`config.mk`:
```
export PLATFORM = sky130hd
export DESIGN_NAME = wdt_top
export DESIGN_NICKNAME = d
export VERILOG_FILES = /design/src/rtl/wdt_pkg.sv /design/src/rtl/wdt_top.sv
export SDC_FILE = /design/constraint.sdc
export NUM_CORES = 1
export LEC_CHECK = 0
export BUFFER_PORTS_ARGS = -buffer_cell sky130_fd_sc_hd__buf_2
export CELL_PAD_IN_SITES_DETAIL_PLACEMENT = 2
export CELL_PAD_IN_SITES_GLOBAL_PLACEMENT = 2
export CORE_MARGIN = 4
export CORE_UTILIZATION = 30
export DETAILED_ROUTE_END_ITERATION = 8
export PLACE_DENSITY = 0.74
export SLEW_MARGIN = 20
export SYNTH_ARGS = -nofsm -noshare
export SYNTH_HDL_FRONTEND = slang
export SYNTH_SLANG_ARGS = --single-unit
```
`constraint.sdc`:
```
create_clock -name pclk -period 3 [get_ports pclk]
set_input_delay 0.3 -clock pclk [delete_from_list [all_inputs] [get_ports pclk]]
set_output_delay 0.3 -clock pclk [all_outputs]
set_load 0.01 [all_outputs]
```
`src/rtl/wdt_pkg.sv`:
```
// Package for the 16-bit watchdog / general timer: offsets, field layout,
// reset values and cycle counts.
// Assumes one 100 MHz APB clock and a 32.768 kHz oscillator pin.
package wdt_pkg;

  // Byte addresses of the registers on the APB
  localparam logic [31:0] ADDR_RELOAD = 32'hffff0360;
  localparam logic [31:0] ADDR_COUNT = 32'hffff0364;
  localparam logic [31:0] ADDR_CONTROL = 32'hffff0368;
  localparam logic [31:0] ADDR_SERVICE = 32'hffff036c;
  localparam logic [31:0] ADDR_CAPTURE = 32'hffff0370;

  // Values after power-on reset
  localparam logic [15:0] RELOAD_RESET = 16'h03d7;
  localparam logic [15:0] COUNT_RESET = 16'h03d7;
  localparam logic [15:0] CONTROL_RESET = 16'h0000;
  localparam logic [15:0] CAPTURE_RESET = 16'h0000;
  localparam logic [7:0] LFSR_RESET = 8'h00;

  // Writable control bits; bits 15:9 always store zero
  localparam logic [15:0] CONTROL_WMASK = 16'h01ff;

  // Prescaler codes of control bits 3:2
  localparam logic [1:0] PRESC_DIV1 = 2'h0;
  localparam logic [1:0] PRESC_DIV16 = 2'h1;
  localparam logic [1:0] PRESC_DIV256 = 2'h2;
  localparam logic [7:0] DIV16_LAST = 8'h0f;
  localparam logic [7:0] DIV256_LAST = 8'hff;

  // Feedback taps of X8 + X6 + X5 + X + 1, shifted towards bit 7
  localparam logic [7:0] LFSR_TAPS = 8'h63;

  // Count extremes
  localparam logic [15:0] COUNT_MAX = 16'hffff;
  localparam logic [15:0] COUNT_MIN = 16'h0000;

  // Clock rate and watchdog reset pulse width
  localparam int unsigned CLK_HZ = 100_000_000;
  localparam int unsigned OSC_HZ = 32_768;
  localparam int unsigned RST_PULSE_NS = 40;
  localparam int unsigned RST_PULSE_CYC_I = (RST_PULSE_NS * (CLK_HZ / 1_000_000) + 999) / 1000;
  localparam logic [2:0] RST_PULSE_CYC = 3'(RST_PULSE_CYC_I);

  // Control register layout, bit 15 first
  typedef struct packed {
    logic [6:0] rsvd;     // Bits 15:9, read as zero
    logic count_up;       // Bit 8
    logic enable;         // Bit 7
    logic periodic;       // Bit 6
    logic wdog_mode;      // Bit 5
    logic secure;         // Bit 4
    logic [1:0] presc;    // Bits 3:2
    logic irq_mode;       // Bit 1
    logic stop_in_powerdown; // Bit 0
  } wdt_ctrl_t;

  // System-side status inputs travelling together
  typedef struct packed {
    logic debug_halt;     // Debugger owns the core
    logic periph_pd;      // Peripherals powered down
    logic irq_en;         // Interrupt enable mask bit for this timer
  } wdt_sys_t;

endpackage : wdt_pkg

```
`src/rtl/wdt_top.sv`:
```
// 16-bit timer with normal and watchdog modes, reached over APB.
// Assumes presetn is the power-on reset only; other system resets do not
// reach this block, so the count and configuration survive them.
// Assumes the debugger and power-down status arrive on the pclk domain.
// Notes on behaviour
// [RULE1] Service write, watchdog zero or periodic overflow loads reload value
// [RULE2] Counts 32.768 kHz ticks through 1/16/256 prescaler
// [RULE3] Captures count when enabled overflow interrupt fires
// [RULE4] Control bit 5 enters watchdog down-count mode
// [RULE5] Full reload with divide-by-256 gives 512 s
// [RULE6] Software keeps timeouts at 30 ms or more
// [RULE7] Zero in watchdog raises reset or interrupt
// [RULE8] Service write before zero restarts the timeout
// [RULE9] Watchdog mode locks reload and control registers
// [RULE10] Only power-on reset clears counter and configuration
// [RULE11] Counter halts while debugger owns core
// [RULE12] Bit 0 stops counting during peripheral power-down
// [RULE13] Control bit 8 selects up or down
// [RULE14] Control bit 7 enables counting
// [RULE15] Control bit 6 selects periodic or free-running
// [RULE16] Control bit 4 enables secure clear
// [RULE17] Prescaler code 00 divides by one
// [RULE18] Reload and count are 16 bits, 0x03D7
// [RULE19] Service write clears pending timer interrupt
// [RULE20] Software writes zero to reserved control bits
// [RULE21] Secure service must match LFSR next value
// [RULE22] Zero seed or value forces reset; LFSR hidden
// [RULE23] Interrupt stays until the service write
//
// The implementer's own choice: register access over APB.
`timescale 1ns/100ps
module wdt_top (
  // Clock and power-on reset
  input wire logic pclk,
  input wire logic presetn,
  // APB slave
  input wire logic psel,
  input wire logic penable,
  input wire logic pwrite,
  input wire logic [31:0] paddr,
  input wire logic [31:0] pwdata,
  output logic [31:0] prdata,
  output logic pready,
  output logic pslverr,
  // Oscillator pin and system status
  input wire logic osc_32k,
  input wire wdt_pkg::wdt_sys_t sys_in,
  // Events towards the system
  output logic timer_irq,
  output logic wdog_reset_req
);

  // Oscillator synchroniser and filtered level
  logic osc_s1_q, osc_s2_q, osc_s3_q, osc_lvl_q, osc_lvl_d;
  logic osc_rise;

  // APB answer registers
  logic [31:0] prdata_q, prdata_d;
  logic pready_q, pready_d;
  logic pslverr_q, pslverr_d;

  // Timer state
  wdt_pkg::wdt_ctrl_t ctrl_q, ctrl_d;
  logic [15:0] reload_q, reload_d;
  logic [15:0] count_q, count_d;
  logic [15:0] capture_q, capture_d;
  logic [7:0] pre_q, pre_d;
  logic [7:0] lfsr_q, lfsr_d;  // Never readable
  logic irq_q, irq_d;
  logic [2:0] rst_cnt_q, rst_cnt_d;
  logic rst_req_q, rst_req_d;

  // Decoded helpers
  logic setup_ph, wr_take, svc_wr, halted, tick, fire, overflow;
  logic [7:0] div_last, lfsr_next;
  logic hit_reload, hit_count, hit_ctrl, hit_svc, hit_cap, secure_bad;

  // Synchroniser: only stage two reads stage one
  always_ff @(posedge pclk or negedge presetn) begin
    if (!presetn) begin
      osc_s1_q <= 1'b0;
      osc_s2_q <= 1'b0;
      osc_s3_q <= 1'b0;
      osc_lvl_q <= 1'b0;
    end else begin
      osc_s1_q <= osc_32k;
      osc_s2_q <= osc_s1_q;
      osc_s3_q <= osc_s2_q;
      osc_lvl_q <= osc_lvl_d;
    end
  end

  // Level changes only once stages two and three agree
  // Filter resets low: a pin already high at release gives one early
  // rise, harmless because the control register is still clear then
  always_comb begin
    osc_lvl_d = (osc_s2_q == osc_s3_q) ? osc_s3_q : osc_lvl_q;
    osc_rise = osc_lvl_d & ~osc_lvl_q;
  end

  // Address decode, full 32-bit compare
  assign hit_reload = (paddr == wdt_pkg::ADDR_RELOAD);
  assign hit_count = (paddr == wdt_pkg::ADDR_COUNT);
  assign hit_ctrl = (paddr == wdt_pkg::ADDR_CONTROL);
  assign hit_svc = (paddr == wdt_pkg::ADDR_SERVICE);
  assign hit_cap = (paddr == wdt_pkg::ADDR_CAPTURE);
  assign setup_ph = psel & ~penable;
  // Write takes effect on the access edge where pready is seen high
  assign wr_take = psel & penable & pready_q & pwrite & ~pslverr_q;
  assign svc_wr = wr_take & hit_svc;

  // APB answer: no wait state, answer prepared during the setup cycle
  // Registered answer costs no cycle and keeps decode off the output pins
  always_comb begin
    pready_d = setup_ph;
    pslverr_d = 1'b0;
    prdata_d = 32'h0000_0000;
    if (setup_ph) begin
      if (pwrite) begin
        // Writes to read-only or unmapped words are refused
        pslverr_d = ~(hit_reload | hit_ctrl | hit_svc);
      end else begin
        // Service register reads zero; LFSR state stays hidden
        if (hit_reload) begin
          prdata_d = {16'h0000, reload_q};
        end else if (hit_count) begin
          prdata_d = {16'h0000, count_q};
        end else if (hit_ctrl) begin
          prdata_d = {16'h0000, ctrl_q};
        end else if (hit_cap) begin
          prdata_d = {16'h0000, capture_q};
        end else if (!hit_svc) begin
          pslverr_d = 1'b1;
        end
      end
    end
  end

  // APB answer registers
  always_ff @(posedge pclk or negedge presetn) begin
    if (!presetn) begin
      prdata_q <= 32'h0000_0000;
      pready_q <= 1'b0;
      pslverr_q <= 1'b0;
    end else begin
      prdata_q <= prdata_d;
      pready_q <= pready_d;
      pslverr_q <= pslverr_d;
    end
  end

  // Prescaler last count; reserved code 11 falls back to divide-by-one
  // Limitation: the longest watchdog period needs the divide-by-256 code
  always_comb begin
    case (ctrl_q.presc)
      wdt_pkg::PRESC_DIV1: div_last = 8'h00;  // [RULE17]
      wdt_pkg::PRESC_DIV16: div_last = wdt_pkg::DIV16_LAST;  // [RULE2]
      wdt_pkg::PRESC_DIV256: div_last = wdt_pkg::DIV256_LAST;  // [RULE2] [RULE5]
      default: div_last = 8'h00;
    endcase
  end

  // Next LFSR state, Galois form shifting towards bit 7
  // Taps are fixed, so software can track the sequence on its own
  assign lfsr_next = {lfsr_q[6:0], 1'b0} ^ (lfsr_q[7] ? wdt_pkg::LFSR_TAPS : 8'h00);  // [RULE21]
  // Secure clear failure: wrong value or zero
  assign secure_bad = svc_wr & ctrl_q.wdog_mode & ctrl_q.secure &  // [RULE16]
                      ((pwdata[7:0] != lfsr_q) | (pwdata[7:0] == 8'h00));  // [RULE21] [RULE22]

  // Halt by debugger or by power-down when bit 0 asks for it
  // Halting the prescaler too keeps a partial period from being lost
  assign halted = sys_in.debug_halt |
                  (ctrl_q.stop_in_powerdown & sys_in.periph_pd);  // [RULE11] [RULE12]
  // Watchdog mode counts even with the enable bit clear
  assign tick = osc_rise & ~halted & (ctrl_q.enable | ctrl_q.wdog_mode) &
                (pre_q == div_last);  // [RULE14]
  // Terminal count: zero in watchdog mode, end of range in normal mode
  assign fire = tick & ctrl_q.wdog_mode & (count_q == wdt_pkg::COUNT_MIN);  // [RULE4]
  assign overflow = tick & ~ctrl_q.wdog_mode &
                    (ctrl_q.count_up ? (count_q == wdt_pkg::COUNT_MAX)
                                     : (count_q == wdt_pkg::COUNT_MIN));

  // Timer core next state
  always_comb begin
    ctrl_d = ctrl_q;
    reload_d = reload_q;
    count_d = count_q;
    capture_d = capture_q;
    pre_d = pre_q;
    lfsr_d = lfsr_q;
    irq_d = irq_q;
    // Pulse counter runs down to zero; a new trigger restarts it
    rst_cnt_d = (rst_cnt_q != 3'h0) ? rst_cnt_q - 3'h1 : 3'h0;
    // Locked once watchdog mode is on; only power-on reset unlocks
    if (wr_take && hit_ctrl && !ctrl_q.wdog_mode) begin  // [RULE9]
      ctrl_d = wdt_pkg::wdt_ctrl_t'(pwdata[15:0] & wdt_pkg::CONTROL_WMASK);  // [RULE20]
    end
    if (wr_take && hit_reload && !ctrl_q.wdog_mode) begin  // [RULE9]
      reload_d = pwdata[15:0];  // [RULE18]
    end
    // Prescaler advances on oscillator edges while not halted
    // A shorter new divider wraps the prescaler at its next edge
    if (osc_rise && !halted) begin
      pre_d = (pre_q >= div_last) ? 8'h00 : pre_q + 8'h01;
    end
    // Counting
    if (fire) begin
      count_d = reload_q;  // [RULE1]
      if (ctrl_q.irq_mode) begin
        irq_d = 1'b1;  // [RULE7]
      end else begin
        rst_cnt_d = wdt_pkg::RST_PULSE_CYC;  // [RULE7]
      end
    end else if (overflow) begin
      // Periodic reloads; free-running wraps around
      if (ctrl_q.periodic) begin  // [RULE15]
        count_d = reload_q;  // [RULE1]
      end else begin
        count_d = ctrl_q.count_up ? wdt_pkg::COUNT_MIN : wdt_pkg::COUNT_MAX;
      end
      irq_d = 1'b1;
      if (sys_in.irq_en) begin
        capture_d = count_q;  // [RULE3]
      end
    end else if (tick) begin
      // Watchdog ignores the direction bit and always counts down
      if (ctrl_q.count_up && !ctrl_q.wdog_mode) begin  // [RULE13]
        count_d = count_q + 16'h0001;
      end else begin
        count_d = count_q - 16'h0001;  // [RULE4]
      end
    end
    // Service write: reload, clear interrupt; an event in the same cycle keeps its interrupt set
    // A failed secure check still reloads; the reset pulse follows
    if (svc_wr) begin
      count_d = reload_q;  // [RULE1] [RULE8]
      irq_d = fire & ctrl_q.irq_mode | overflow;  // [RULE19] [RULE23]
      if (!ctrl_q.wdog_mode) begin
        lfsr_d = pwdata[7:0];  // Seed before watchdog entry
      end else if (ctrl_q.secure && !secure_bad) begin
        lfsr_d = lfsr_next;  // [RULE21]
      end
    end
    if (secure_bad) begin
      rst_cnt_d = wdt_pkg::RST_PULSE_CYC;  // [RULE22]
    end
    rst_req_d = (rst_cnt_d != 3'h0);
  end

  // Timer core registers; presetn is the power-on reset only
  // Count and configuration survive every other reset of the system
  always_ff @(posedge pclk or negedge presetn) begin
    if (!presetn) begin  // [RULE10]
      ctrl_q <= wdt_pkg::wdt_ctrl_t'(wdt_pkg::CONTROL_RESET);
      reload_q <= wdt_pkg::RELOAD_RESET;  // [RULE18]
      count_q <= wdt_pkg::COUNT_RESET;  // [RULE18]
      capture_q <= wdt_pkg::CAPTURE_RESET;
      pre_q <= 8'h00;
      lfsr_q <= wdt_pkg::LFSR_RESET;
      irq_q <= 1'b0;
      rst_cnt_q <= 3'h0;
      rst_req_q <= 1'b0;
    end else begin
      ctrl_q <= ctrl_d;
      reload_q <= reload_d;
      count_q <= count_d;
      capture_q <= capture_d;
      pre_q <= pre_d;
      lfsr_q <= lfsr_d;
      irq_q <= irq_d;
      rst_cnt_q <= rst_cnt_d;
      rst_req_q <= rst_req_d;
    end
  end

  // Outputs straight from flip-flops
  // No logic after the flops, so no glitch leaves the block
  assign prdata = prdata_q;
  assign pready = pready_q;
  assign pslverr = pslverr_q;
  assign timer_irq = irq_q;
  assign wdog_reset_req = rst_req_q;
endmodule : wdt_top

```
# Word-level counts from Yosys, hierarchy flattened
# Index checks and enable logic that the tools add are counted.
# Widths: inputs -> output; s select.
# classes
n_reduce_logical	19
n_bitwise	33
n_mux	35
n_eq_ne	13
order_cmp	1
add_sub_neg	4
# op_table
operator	count
$mux 16	13
$eq 32x32->1 const B	5
$mux 8	3
$and 1x1->1	19
$add 16x1->16 const B	1
$eq 16x16->1 const B	1
$logic_not 16->1	1
$pmux 8 s2	1
$sub 16x1->16 const B	1
$mux 1	13
$mux 3	4
$reduce_bool 3->1	3
$add 8x1->8 const B	1
$eq 8x8->1	1
$ge 8x8->1	1
$logic_not 8->1	1
$ne 8x8->1	1
$xor 8x7->8	1
$logic_and 1x1->1	7
$mux 7	1
$not 1->1	7
$or 1x1->1	6
$reduce_and 2->1	2
$reduce_bool 4->1	1
other kinds (8)	10
# word_totals
elab_cells	128
ff_bits	116

# Depth between registers and ports, before layout
# Gate-level depths: netlist of the first run.
# logic_depth
word_depth	12
ltp_mapped	13
depth_no_buf	12

# Worst setup path after synthesis of the first run
# No wires, ideal clock.
# synth_path
path_kind	register -> register
startpoint	register ctrl_q[2] (netlist bit)
endpoint	register capture_q[10]
slack_ns	0.474
required_time_ns	2.863
path_stages_with_launch	13
t_arrival_ns	2.389
path_buffers	2
period_less_slack_ns	2.526
cell_sequence	dfrtp_1 > inv_1 > ha_1 > inv_1 > ha_1 > nand4_1 > a2111oi_2 > o21ai_1 > nor2_2 > and3_1 > buf_2 > clkbuf_1 > o21ai_0
# synth_via
elab_chain_len	8
# synth_rtl
element	line_no	source
start, declared	wdt_top.sv:63	wdt_pkg::wdt_ctrl_t ctrl_q, ctrl_d;
start signal, assigned	wdt_top.sv:254	ctrl_q <= wdt_pkg::wdt_ctrl_t'(wdt_pkg::CONTROL_RESET);
start signal, assigned	wdt_top.sv:264	ctrl_q <= ctrl_d;
$eq 2x2->1 / $eq 2x1->1 (equally long branches)	wdt_top.sv:155	case (ctrl_q.presc)
$pmux 8 s2 (*)	wdt_top.sv:155	
$eq 8x8->1 (*)	wdt_top.sv:176	(pre_q == div_last);
$and 1x1->1 (*)	wdt_top.sv:175	assign tick = osc_rise & ~halted & (ctrl_q.enable | ctrl_q.wdog_mode) &
$and 1x1->1 (2 in a row)	wdt_top.sv:178	assign fire = tick & ctrl_q.wdog_mode & (count_q == wdt_pkg::COUNT_MIN);
$not 1->1 (no source line)	--	
$reduce_and 3->1 (no source line) (*)	--	
end signal, assigned	wdt_top.sv:257	capture_q <= wdt_pkg::CAPTURE_RESET;
end signal, assigned	wdt_top.sv:267	capture_q <= capture_d;
end, declared	wdt_top.sv:66	logic [15:0] capture_q, capture_d;
# Mark *: on every way between the ends. The rest lies on a longest branch, timed or not.
# A chain may end at the register's enable or synchronous reset.

# Worst setup path in the final report of the first run
# layout_path
startpoint	register ctrl_q[2] (netlist bit)
endpoint	register count_q[2]
# layout_via
elab_chain_len	9
# layout_rtl
element	line_no	source
$eq 2x2->1 / $eq 2x1->1 (equally long branches)	wdt_top.sv:155	
$pmux 8 s2 (*)	wdt_top.sv:155	
$eq 8x8->1 (*)	wdt_top.sv:176	
$and 1x1->1 (*)	wdt_top.sv:175	
$and 1x1->1 (2 in a row)	wdt_top.sv:179	assign overflow = tick & ~ctrl_q.wdog_mode &
$mux 16	wdt_top.sv:214	end else if (overflow) begin
$mux 16	wdt_top.sv:207	if (fire) begin
$mux 16	wdt_top.sv:235	if (svc_wr) begin
end signal, assigned	wdt_top.sv:256	count_q <= wdt_pkg::COUNT_RESET;
end signal, assigned	wdt_top.sv:266	count_q <= count_d;
end, declared	wdt_top.sv:65	logic [15:0] count_q, count_d;
# Marked as above.

==> results of run 1 <==
metal layers:
| metal | vias to the layer above | share of wire, % | track usage (%) | wire length [µm] |
|---|---|---|---|---|
| met5 | - | 0 | 0 | 0 |
| met4 | 0 | 1.4 | 4.16 | 265 |
| met3 | 19 | 3.9 | 3.10 | 755 |
| met2 | 124 | 52 | 32.5 | 10100 |
| met1 | 2617 | 43 | 22.2 | 8270 |
| li1 | 2337 | - | - | - |
worst max-delay path, delay by kind of cell, from the launching register on:
kind            cells  cell delay [ns]
compound gates      5             0.92
fa+ha+maj           2             0.43
buf+inv             4             0.55
flops               1             0.40
simple gates        3             0.46
sequential cells by signal, summed over array words and instances (netlist names):
| name | flops |
|---|---|
| wdog_reset_req | 1 |
| count_q | 16 |
| osc_s2_q | 1 |
| osc_s3_q | 1 |
| capture_q | 16 |
| pslverr | 1 |
| osc_s1_q | 1 |
| ctrl_q | 9 |
| pready | 1 |
| prdata | 16 |
| osc_lvl_q | 1 |
| reload_q | 16 |
| timer_irq | 1 |
| lfsr_q | 8 |
| pre_q | 8 |
| rst_cnt_q | 3 |
kinds of logic after synthesis:
family / count (synthesis) / synth area share (%)
adder cells (fa/ha/maj): 29 / 6.27
buffers and inverters: 77 / 6.63
XOR/XNOR: 22 / 3.28
other: 1 / 0.0639
flip-flops: 100 / 43.0
AND/OR/NAND/NOR: 157 / 14.5
AO/OA/AOI/OAI: 186 / 19.9
multiplexers: 34 / 6.35
cells in the mapped netlist (8+ instances only):
cell,instances,share of area [%]
dfrtp_1,84,36
a21oi_1,57,4.9
o21ai_0,47,4.0
nand2_1,36,2.3
nor2_1,34,2.2
inv_1,32,2.0
ha_1,27,5.8
mux2_2,26,5.0
a22oi_1,20,2.6
buf_4,17,2.2
clkbuf_1,17,1.1
dfstp_2,16,7.2
nand4_1,13,1.4
a211oi_1,12,1.5
a21o_1,12,1.5
nor3_1,11,0.94
xnor2_1,11,1.6
xor2_1,11,1.6
mux2i_1,8,1.4
nand2b_1,8,0.85
nand3_1,8,0.68
power by group:
group	switching, W	internal (W)
registers	0.0000328	0.00137
logic	0.000128	0.0000900
clock network	0.000539	0.000676
metrics by stage:
stage               setup slack [ns]  power (W)  cell area [µm²]  hold slack, ns  setup TNS (ns)
finish                         0.166    0.00284             6950          0.0500               0
global route                 -0.0137    0.00297             6950          0.0294         -0.0248
CTS                          0.00141    0.00287             6870          0.0352               0
detailed placement            0.0101    0.00164             6570           0.357               0
global placement               0.198    0.00162             6570           0.334               0
floorplan                      0.474    0.00154             5930         0.00441               0
cell type report:
cell class,instances,area share (%)
repair buffers,98,8.68
flip-flops and latches,100,36.3
well taps,260,4.68
inverters,32,1.73
clock inverters,6,0.990
clock buffers,10,3.44
multi-input cells,444,44.2
worst min path at each step:
stage,startpoint,endpoint,slack [ns],cells past startpoint
5_1_grt,osc_32k,osc_s1_q,0.03,1
6_report,osc_32k,osc_s1_q,0.05,1
3_3_place_gp,osc_s1_q,osc_s2_q,0.33,0
3_5_place_dp,osc_s1_q,osc_s2_q,0.36,0
2_1_floorplan,presetn,capture_q[0],0.004,0
4_1_cts,osc_32k,osc_s1_q,0.04,1
repair_timing:
action                     4_1_cts  5_1_grt
setup endpoints to repair        0       27
resized for setup                0       13
buffers inserted                 0        0
hold endpoints to repair         0        0
hold buffers                     0        0
==> impl_metrics.json, run 1 <==
{
  "run_status": "completed",
  "rows": 50,
  "cp-start-kind": "flop",
  "worst_path_max_delay_cell": "dfrtp_1",
  "start_util_pct": 31.0,
  "worst_r2r_endpoint": "count_q[2]",
  "synth_edf_count": 0,
  "clock-root-buffer": "clkbuf_16",
  "drive_gt1_share_pct": 26.2,
  "hold_class": "in -> reg",
  "overflow": 0,
  "worstPathRequired_ns": 3.28,
  "grt_pass1_vias": 5783,
  "ys_ff_latch": 100,
  "r2r_slack_ns": 0.17,
  "endpoint": "count_q[2]",
  "antenna_found_initial": 0,
  "fin_crit_sh_pct": 94.5,
  "fillers": 2088,
  "hold_viol_final": 0,
  "endpoint_kind": "flop",
  "grt_usage_pct": 17.9,
  "syn_area_per_cell_um2": 9.69,
  "synth_sequential_area_ratio_pct": 43.0,
  "drcViolationCount": 0,
  "routed_via_density": 5.37,
  "ant_nets": 0,
  "clk_latency_ns": 0.36,
  "yosysWarnings": 0,
  "die-area_mm2": 0.0219,
  "finalCriticalPeriod_ns": 2.83,
  "crit_chain": "inv_2 > ha_4 > inv_1 > ha_1 > nand4_1 > a2111oi_4 > buf_4 > o21ai_2 > nor2_4 > buf_12 > nor2_1 > a211oi_1 > a21oi_1 > o21ai_0",
  "grt_pass1_wl_mm": 31.4,
  "final_common_cell": "dfrtp_1",
  "max-vdd-ir-drop_v": 0.000257,
  "fmax_mhz": 353,
  "setup.worst_path.start": "ctrl_q[2]",
  "numCtsBuffers": 9,
  "max_stage_delay_ns": 0.40,
  "n_antenna_cell": 0,
  "drtIter0Drc": 176,
  "nets": 786,
  "synth_cells": 606,
  "maxSlewHeadroom_pct": 41.5,
  "gp_congestion": 0.788,
  "utilization_pct": 36.7,
  "ff2ff_path_depth": 14,
  "async_reset_ff_share_pct": 100,
  "ys.flop_type": "dfrtp_1",
  "layout-area-overhead-vs-synth_pct": 18.4,
  "instances_no_fill": 950,
  "final_cell_mix": "dfrtp_1 (84), buf_2 (75), a21oi_1 (57), o21ai_0 (44), nand2_1 (36)",
  "chipWidth_um": 148,
  "dpl.cell_count": 933,
  "cap_violations": 0,
  "core-area_mm2": 0.0190,
  "slew_viol_final": 0,
  "dp.final_hpwl_mm": 14.2,
  "worst_slew_pin_slew_ns": 0.877,
  "dr_total_vias": 5097,
  "multi_input_area_mm2": 0.00307,
  "die_h_um": 148,
  "ioPinCount": 109,
  "routed_wirelength_mm": 19.4,
  "netlist_area_mm2": 0.00587,
  "clk_pin_slew_worst_paths_ns": 0.07,
  "power.density_mw_per_mm2": 409,
  "fin_skew_ns": 0.00908,
  "wl_per_cell_um": 20.5,
  "p_leak_nw": 3.29,
  "cts_sinks": 100,
  "cts_buffer_depth": 2,
  "regArea_mm2": 0.00252,
  "r2r_start": "ctrl_q[2]",
  "io_buffers": 76,
  "cp_data_arrival_time_ns": 3.12,
  "setup_viol": 0,
  "worstPathMaxFanout": 13,
  "htree_levels": 3,
  "ys_types": 66,
  "drtPass1Iterations": 5,
  "grt_max_degree": 67,
  "critPathKind": "reg -> reg",
  "cts_tree": "done"
}
Power figures use the tool's default switching activity.
==> run 2: changes to the inputs <==
CELL_PAD_IN_SITES_DETAIL_PLACEMENT = default   (was 2)
CELL_PAD_IN_SITES_GLOBAL_PLACEMENT = default   (was 2)
MAX_ROUTING_LAYER = met4   (was default)
PLACE_DENSITY = 0.51   (was 0.74)
==> run 2 against run 1 <==
Effect of this change: the flow now finishes with violations (negative hold slack); power decreased by 2.2%; routed wire length decreased by 17%; critical path depth decreased by 4; setup slack improved by 0.066 ns; global-route usage decreased by 2.9 points; core utilization decreased by 0.57 points; cell count decreased by 0.63%; fmax increased by 2.4%; flip-flop and latch count unchanged; clock skew about the same; via count decreased by 4.4%; critical endpoint is now count_q[10]; largest cell class unchanged; largest power group unchanged.
==> impl_metrics.json, run 2 (synthesized netlist as in run 1, its figures left out) <==
{
  "run_status": "finished, violations left",
  "failed_checks": "negative hold slack",
  "rsz0062_at_grt": "no",
  "max-vdd-ir-drop_v": 0.000223,
  "overflow": 0,
  "endpoint_kind": "flop",
  "holdBufCountCts": 0,
  "grt_max_degree": 52,
  "placed_cell_area_mm2": 0.00652,
  "fin_crit_sh_pct": 92.3,
  "post_cts_buffers": 0,
  "hold_class": "in -> async",
  "die-area_mm2": 0.0219,
  "htree_levels": 3,
  "wl_per_cell_um": 17.0,
  "r2r_start": "ctrl_q[2]",
  "cts_tree": "done",
  "worst_path_max_delay_cell": "dfrtp_1",
  "clk_pin_slew_worst_paths_ns": 0.08,
  "io_buffers": 76,
  "power.density_mw_per_mm2": 406,
  "cts_sinks": 100,
  "cp_data_arrival_time_ns": 2.99,
  "critPathKind": "reg -> reg",
  "worst_slew_pin_slew_ns": 0.778,
  "n_antenna_cell": 0,
  "finalCriticalPeriod_ns": 2.77,
  "stdcell_area_mm2": 0.00684,
  "multi_input_area_mm2": 0.00305,
  "final_common_cell": "dfrtp_1",
  "antenna_found_initial": 0,
  "worstPathMaxFanout": 14,
  "top_layer_used": "met4",
  "rows": 50,
  "worstPathRequired_ns": 3.22,
  "regArea_mm2": 0.00252,
  "numCtsBuffers": 9,
  "maxSlewHeadroom_pct": 48.1,
  "grt_pass1_vias": 4854,
  "setup.worst_path.start": "ctrl_q[2]",
  "drtIter0Drc": 281,
  "ioPinCount": 109,
  "wl_met3_um": 817,
  "met1Wirelength_mm": 7.67,
  "ant_nets": 0,
  "fillers": 1936,
  "cap_violations": 0,
  "dr_total_vias": 4871,
  "ctsResizeCount": 0,
  "setup_viol": 0,
  "hold_ws_ns": -0.0197,
  "cts_buffer_depth": 2,
  "power_w": 0.00278,
  "gp_congestion": 0.899,
  "clock-root-buffer": "clkbuf_16",
  "drive_gt1_share_pct": 25.0,
  "max_stage_delay_ns": 0.39,
  "hold_viol_final": 10,
  "grt_usage_pct": 15.1,
  "nets": 780,
  "r2r_slack_ns": 0.23,
  "drtPass1Iterations": 5,
  "fmax_mhz": 361,
  "dp.final_hpwl_mm": 11.8,
  "start_util_pct": 31.0,
  "grt_pass1_wl_mm": 25.9,
  "slew_viol_final": 0,
  "fin_skew_ns": 0.00890,
  "routed_via_density": 5.16,
  "drcViolationCount": 0,
  "final_cell_mix": "dfrtp_1 (84), buf_2 (75), a21oi_1 (57), o21ai_0 (47), nand2_1 (35)",
  "chipWidth_um": 148,
  "core-area_mm2": 0.0190,
  "p_leak_nw": 3.25,
  "routed_wirelength_mm": 16.1,
  "cp-start-kind": "flop",
  "die_h_um": 148,
  "worst_r2r_endpoint": "count_q[10]",
  "ff2ff_path_depth": 10,
  "wl_met2_mm": 7.33,
  "clk_latency_ns": 0.35,
  "tns_ns": 0,
  "layout-area-overhead-vs-synth_pct": 16.6,
  "crit_chain": "inv_1 > ha_1 > inv_1 > ha_1 > nand4_1 > a2111oi_4 > nand3_1 > nand2_4 > or3_1 > o21ai_0"
}
[run 2: layout make-up]
cell class                 count  share of cell area [%]
clock buffer                   9                    3.29
multi-input combinational    444                    44.5
sequential                   100                    36.9
timing repair buffer          92                    7.72
inverter                      32                    1.76
clock inverter                 7                    1.08
tap                          260                    4.75
[run 2: worst max-delay path by stage]
stage | to | slack (ns) | cells past startpoint
final | count_q[10] | 0.23 | 10
after CTS | capture_q[3] | 0.04 | 12
after global placement | capture_q[10] | 0.11 | 9
after global routing | capture_q[9] | 0.05 | 12
after detailed placement | capture_q[5] | 0.05 | 12
after floorplan | capture_q[10] | 0.47 | 12
[run 2: routing by layer]
metal,GRT usage [%],vias to the layer above
li1,-,2324
met1,20.1,2365
met2,23.6,158
met3,2.70,24
met4,4.34,0
met5,-,-
[run 2: through the flow]
| step | std cells | setup slack, ns | util, % | hold slack, ns |
|---|---|---|---|---|
| 2_1_floorplan | 621 | 0.474 | - | 0.00441 |
| 3_3_place_gp | 928 | 0.109 | 34.4 | 0.333 |
| 3_5_place_dp | 928 | 0.0504 | 34.4 | 0.357 |
| 4_1_cts | 944 | 0.0408 | 35.9 | 0.000556 |
| 5_1_grt | 944 | 0.0540 | 36.1 | 0.0331 |
| 6_report | 944 | 0.232 | 36.1 | -0.0197 |
[run 2: where the power goes]
part,total (W),switching (W),leakage (nW),internal (W)
Clock,0.00117,0.000578,0.148,0.000593
Combinational,0.000205,0.000118,1.87,0.0000872
Sequential,0.00140,0.0000291,1.23,0.00137
Total,0.00278,0.000725,3.25,0.00205
[run 2: worst max-delay path: cells and delay by family, from the launching register on]
kind	cells	cell delay, ns
buffers and inverters	2	0.15
adder cells (fa/ha/maj)	2	0.45
flip-flops	1	0.39
AND/OR/NAND/NOR	4	1.08
AO/OA/AOI/OAI	2	0.55
==> run 3: changes to the inputs <==
REMOVE_ABC_BUFFERS = 1   (was default)
==> run 3 against run 2 <==
Effect of this change: critical path depth unchanged; core utilization grew 0.69 points; fmax shrank 0.64%; via count fell by 0.18%; non-clock buffer count grew 11; setup slack got worse by 0.018 ns; clock-buffer cell count is 1 higher; cell count grew 1.2%; the flow now finishes without violations; critical path type unchanged; highest routed layer unchanged.
==> impl_metrics.json, run 3 (synthesized netlist as in run 1, its figures left out) <==
{
  "fillers": 1931,
  "wl_per_cell_um": 16.9,
  "worstPathMaxFanout": 12,
  "hold_viol_final": 0,
  "critPathKind": "reg -> reg",
  "routed_wirelength_mm": 16.2,
  "power.density_mw_per_mm2": 415,
  "path_delay_family": "simple AND/OR/NAND/NOR gates",
  "slew_viol_final": 0,
  "htree_levels": 3,
  "hold_class": "in -> reg",
  "core-area_mm2": 0.0190,
  "path_buf_inv": 2,
  "clock-root-buffer": "clkbuf_16",
  "dp.final_hpwl_mm": 11.9,
  "rsz0062_at_grt": "no",
  "crit_top_cell": "ha_1",
  "p_leak_nw": 3.31,
  "max_stage_delay_ns": 0.49,
  "setup_slack_ns": 0.214,
  "grt_max_degree": 37,
  "antenna_found_initial": 0,
  "drtIter0Drc": 250,
  "die-area_mm2": 0.0219,
  "rows": 50,
  "cts_tree": "done",
  "clk_pin_slew_worst_paths_ns": 0.07,
  "numCtsBuffers": 9,
  "finalCriticalPeriod_ns": 2.79,
  "drcViolationCount": 0,
  "final_common_cell": "dfrtp_1",
  "run_status": "completed",
  "worst_path_max_delay_cell": "or3_1",
  "drtPass1Iterations": 5,
  "io_buffers": 76,
  "drive_gt1_share_pct": 25.9,
  "multi_input_area_mm2": 0.00305,
  "die_h_um": 148,
  "max-vdd-ir-drop_v": 0.000249,
  "fin_crit_sh_pct": 92.9,
  "regArea_mm2": 0.00252,
  "gp_congestion": 0.804,
  "ant_nets": 0,
  "fin_skew_ns": 0.00772,
  "start_util_pct": 31.0,
  "setup_viol": 0,
  "routed_via_density": 5.09,
  "pre_cts_slack_ns": 0.0621,
  "cap_violations": 0,
  "worst_slew_pin_slew_ns": 0.823,
  "ioPinCount": 109,
  "n_antenna_cell": 0,
  "stdcell_area_mm2": 0.00697,
  "endpoint_kind": "flop",
  "clk_latency_ns": 0.36,
  "placed_cell_area_mm2": 0.00658,
  "overflow": 0,
  "cp-start-kind": "flop",
  "cts_sinks": 100,
  "cp_data_arrival_time_ns": 3.04,
  "grt_pass1_vias": 5006,
  "layout-area-overhead-vs-synth_pct": 18.8,
  "fmax_mhz": 359,
  "hold_ws_ns": 0.0488,
  "worstPathRequired_ns": 3.26,
  "grt_pass1_wl_mm": 26.3,
  "tns_ns": 0,
  "crit_chain": "ha_1 > inv_1 > ha_1 > nand4_1 > a2111oi_4 > buf_4 > nand3_1 > nand2_2 > or3_1 > o31ai_1",
  "cts_buffer_depth": 2,
  "chipWidth_um": 148,
  "grt_usage_pct": 15.4,
  "nets": 791,
  "maxSlewHeadroom_pct": 45.1,
  "final_cell_mix": "dfrtp_1 (84), buf_2 (75), a21oi_1 (57), o21ai_0 (47), nand2_1 (36)",
  "dr_total_vias": 4862
}
[run 3: worst paths after layout]
kind                       cells past startpoint       endpoint  startpoint  slack (ns)
min in group asynchronous                      2  capture_q[12]     presetn        0.45
max in group asynchronous                      3    reload_q[9]     presetn        1.81
hold reg to reg                                0       osc_s2_q    osc_s1_q        0.37
setup reg to reg                              10    count_q[11]   ctrl_q[3]        0.21
hold / removal                                 1       osc_s1_q     osc_32k        0.05
setup / recovery                              10    count_q[11]   ctrl_q[3]        0.21
[run 3: timing repair]
item / 4_1_cts / 5_1_grt
gates resized for setup: 0 / 6
hold buffers: 1 / 0
buffers inserted: 0 / 1
setup endpoints to repair: 0 / 20
hold endpoints to repair: 24 / 0
[run 3: per-stage QoR]
| step | power [W] | util [%] | instances |
|---|---|---|---|
| final | 0.00289 | 36.8 | 955 |
| after global routing | 0.00302 | 36.8 | 955 |
| after CTS | 0.00293 | 36.5 | 953 |
| after detailed placement | 0.00163 | 34.7 | 936 |
| after global placement | 0.00162 | 34.7 | 936 |
| after floorplan | 0.00152 | - | 576 |
[run 3: worst reg2reg max path, stage by stage (launching register included)]
cell and delay, ns:
dfrtp_1 0.41, ha_1 0.36, inv_1 0.06, ha_1 0.28, nand4_1 0.16, a2111oi_4 0.05
buf_4 0.16, nand3_1 0.19, nand2_2 0.22, or3_1 0.49, o31ai_1 0.30
[run 3: final cells by class]
type | instances | area share (%)
clock buffers | 10 | 3.28
clock inverters | 6 | 1.38
multi-input cells | 444 | 43.7
flip-flops and latches | 100 | 36.2
inverters | 32 | 1.72
well taps | 260 | 4.67
repair buffers | 103 | 9.10
[run 3: where the power goes]
part	total, W	switching, W	leakage, nW	internal (W)
Combinational	0.000204	0.000117	1.92	0.0000870
Sequential	0.00140	0.0000277	1.23	0.00137
Clock	0.00129	0.000543	0.155	0.000742
Total	0.00289	0.000688	3.31	0.00220
[run 3: routing by layer]
| metal | up-vias | global-route usage, % | wire [µm] |
|---|---|---|---|
| met5 | - | - | 0 |
| met4 | 0 | 4.71 | 358 |
| met3 | 22 | 3.46 | 748 |
| met2 | 109 | 24.5 | 7900 |
| met1 | 2392 | 19.7 | 7170 |
| li1 | 2339 | - | - |
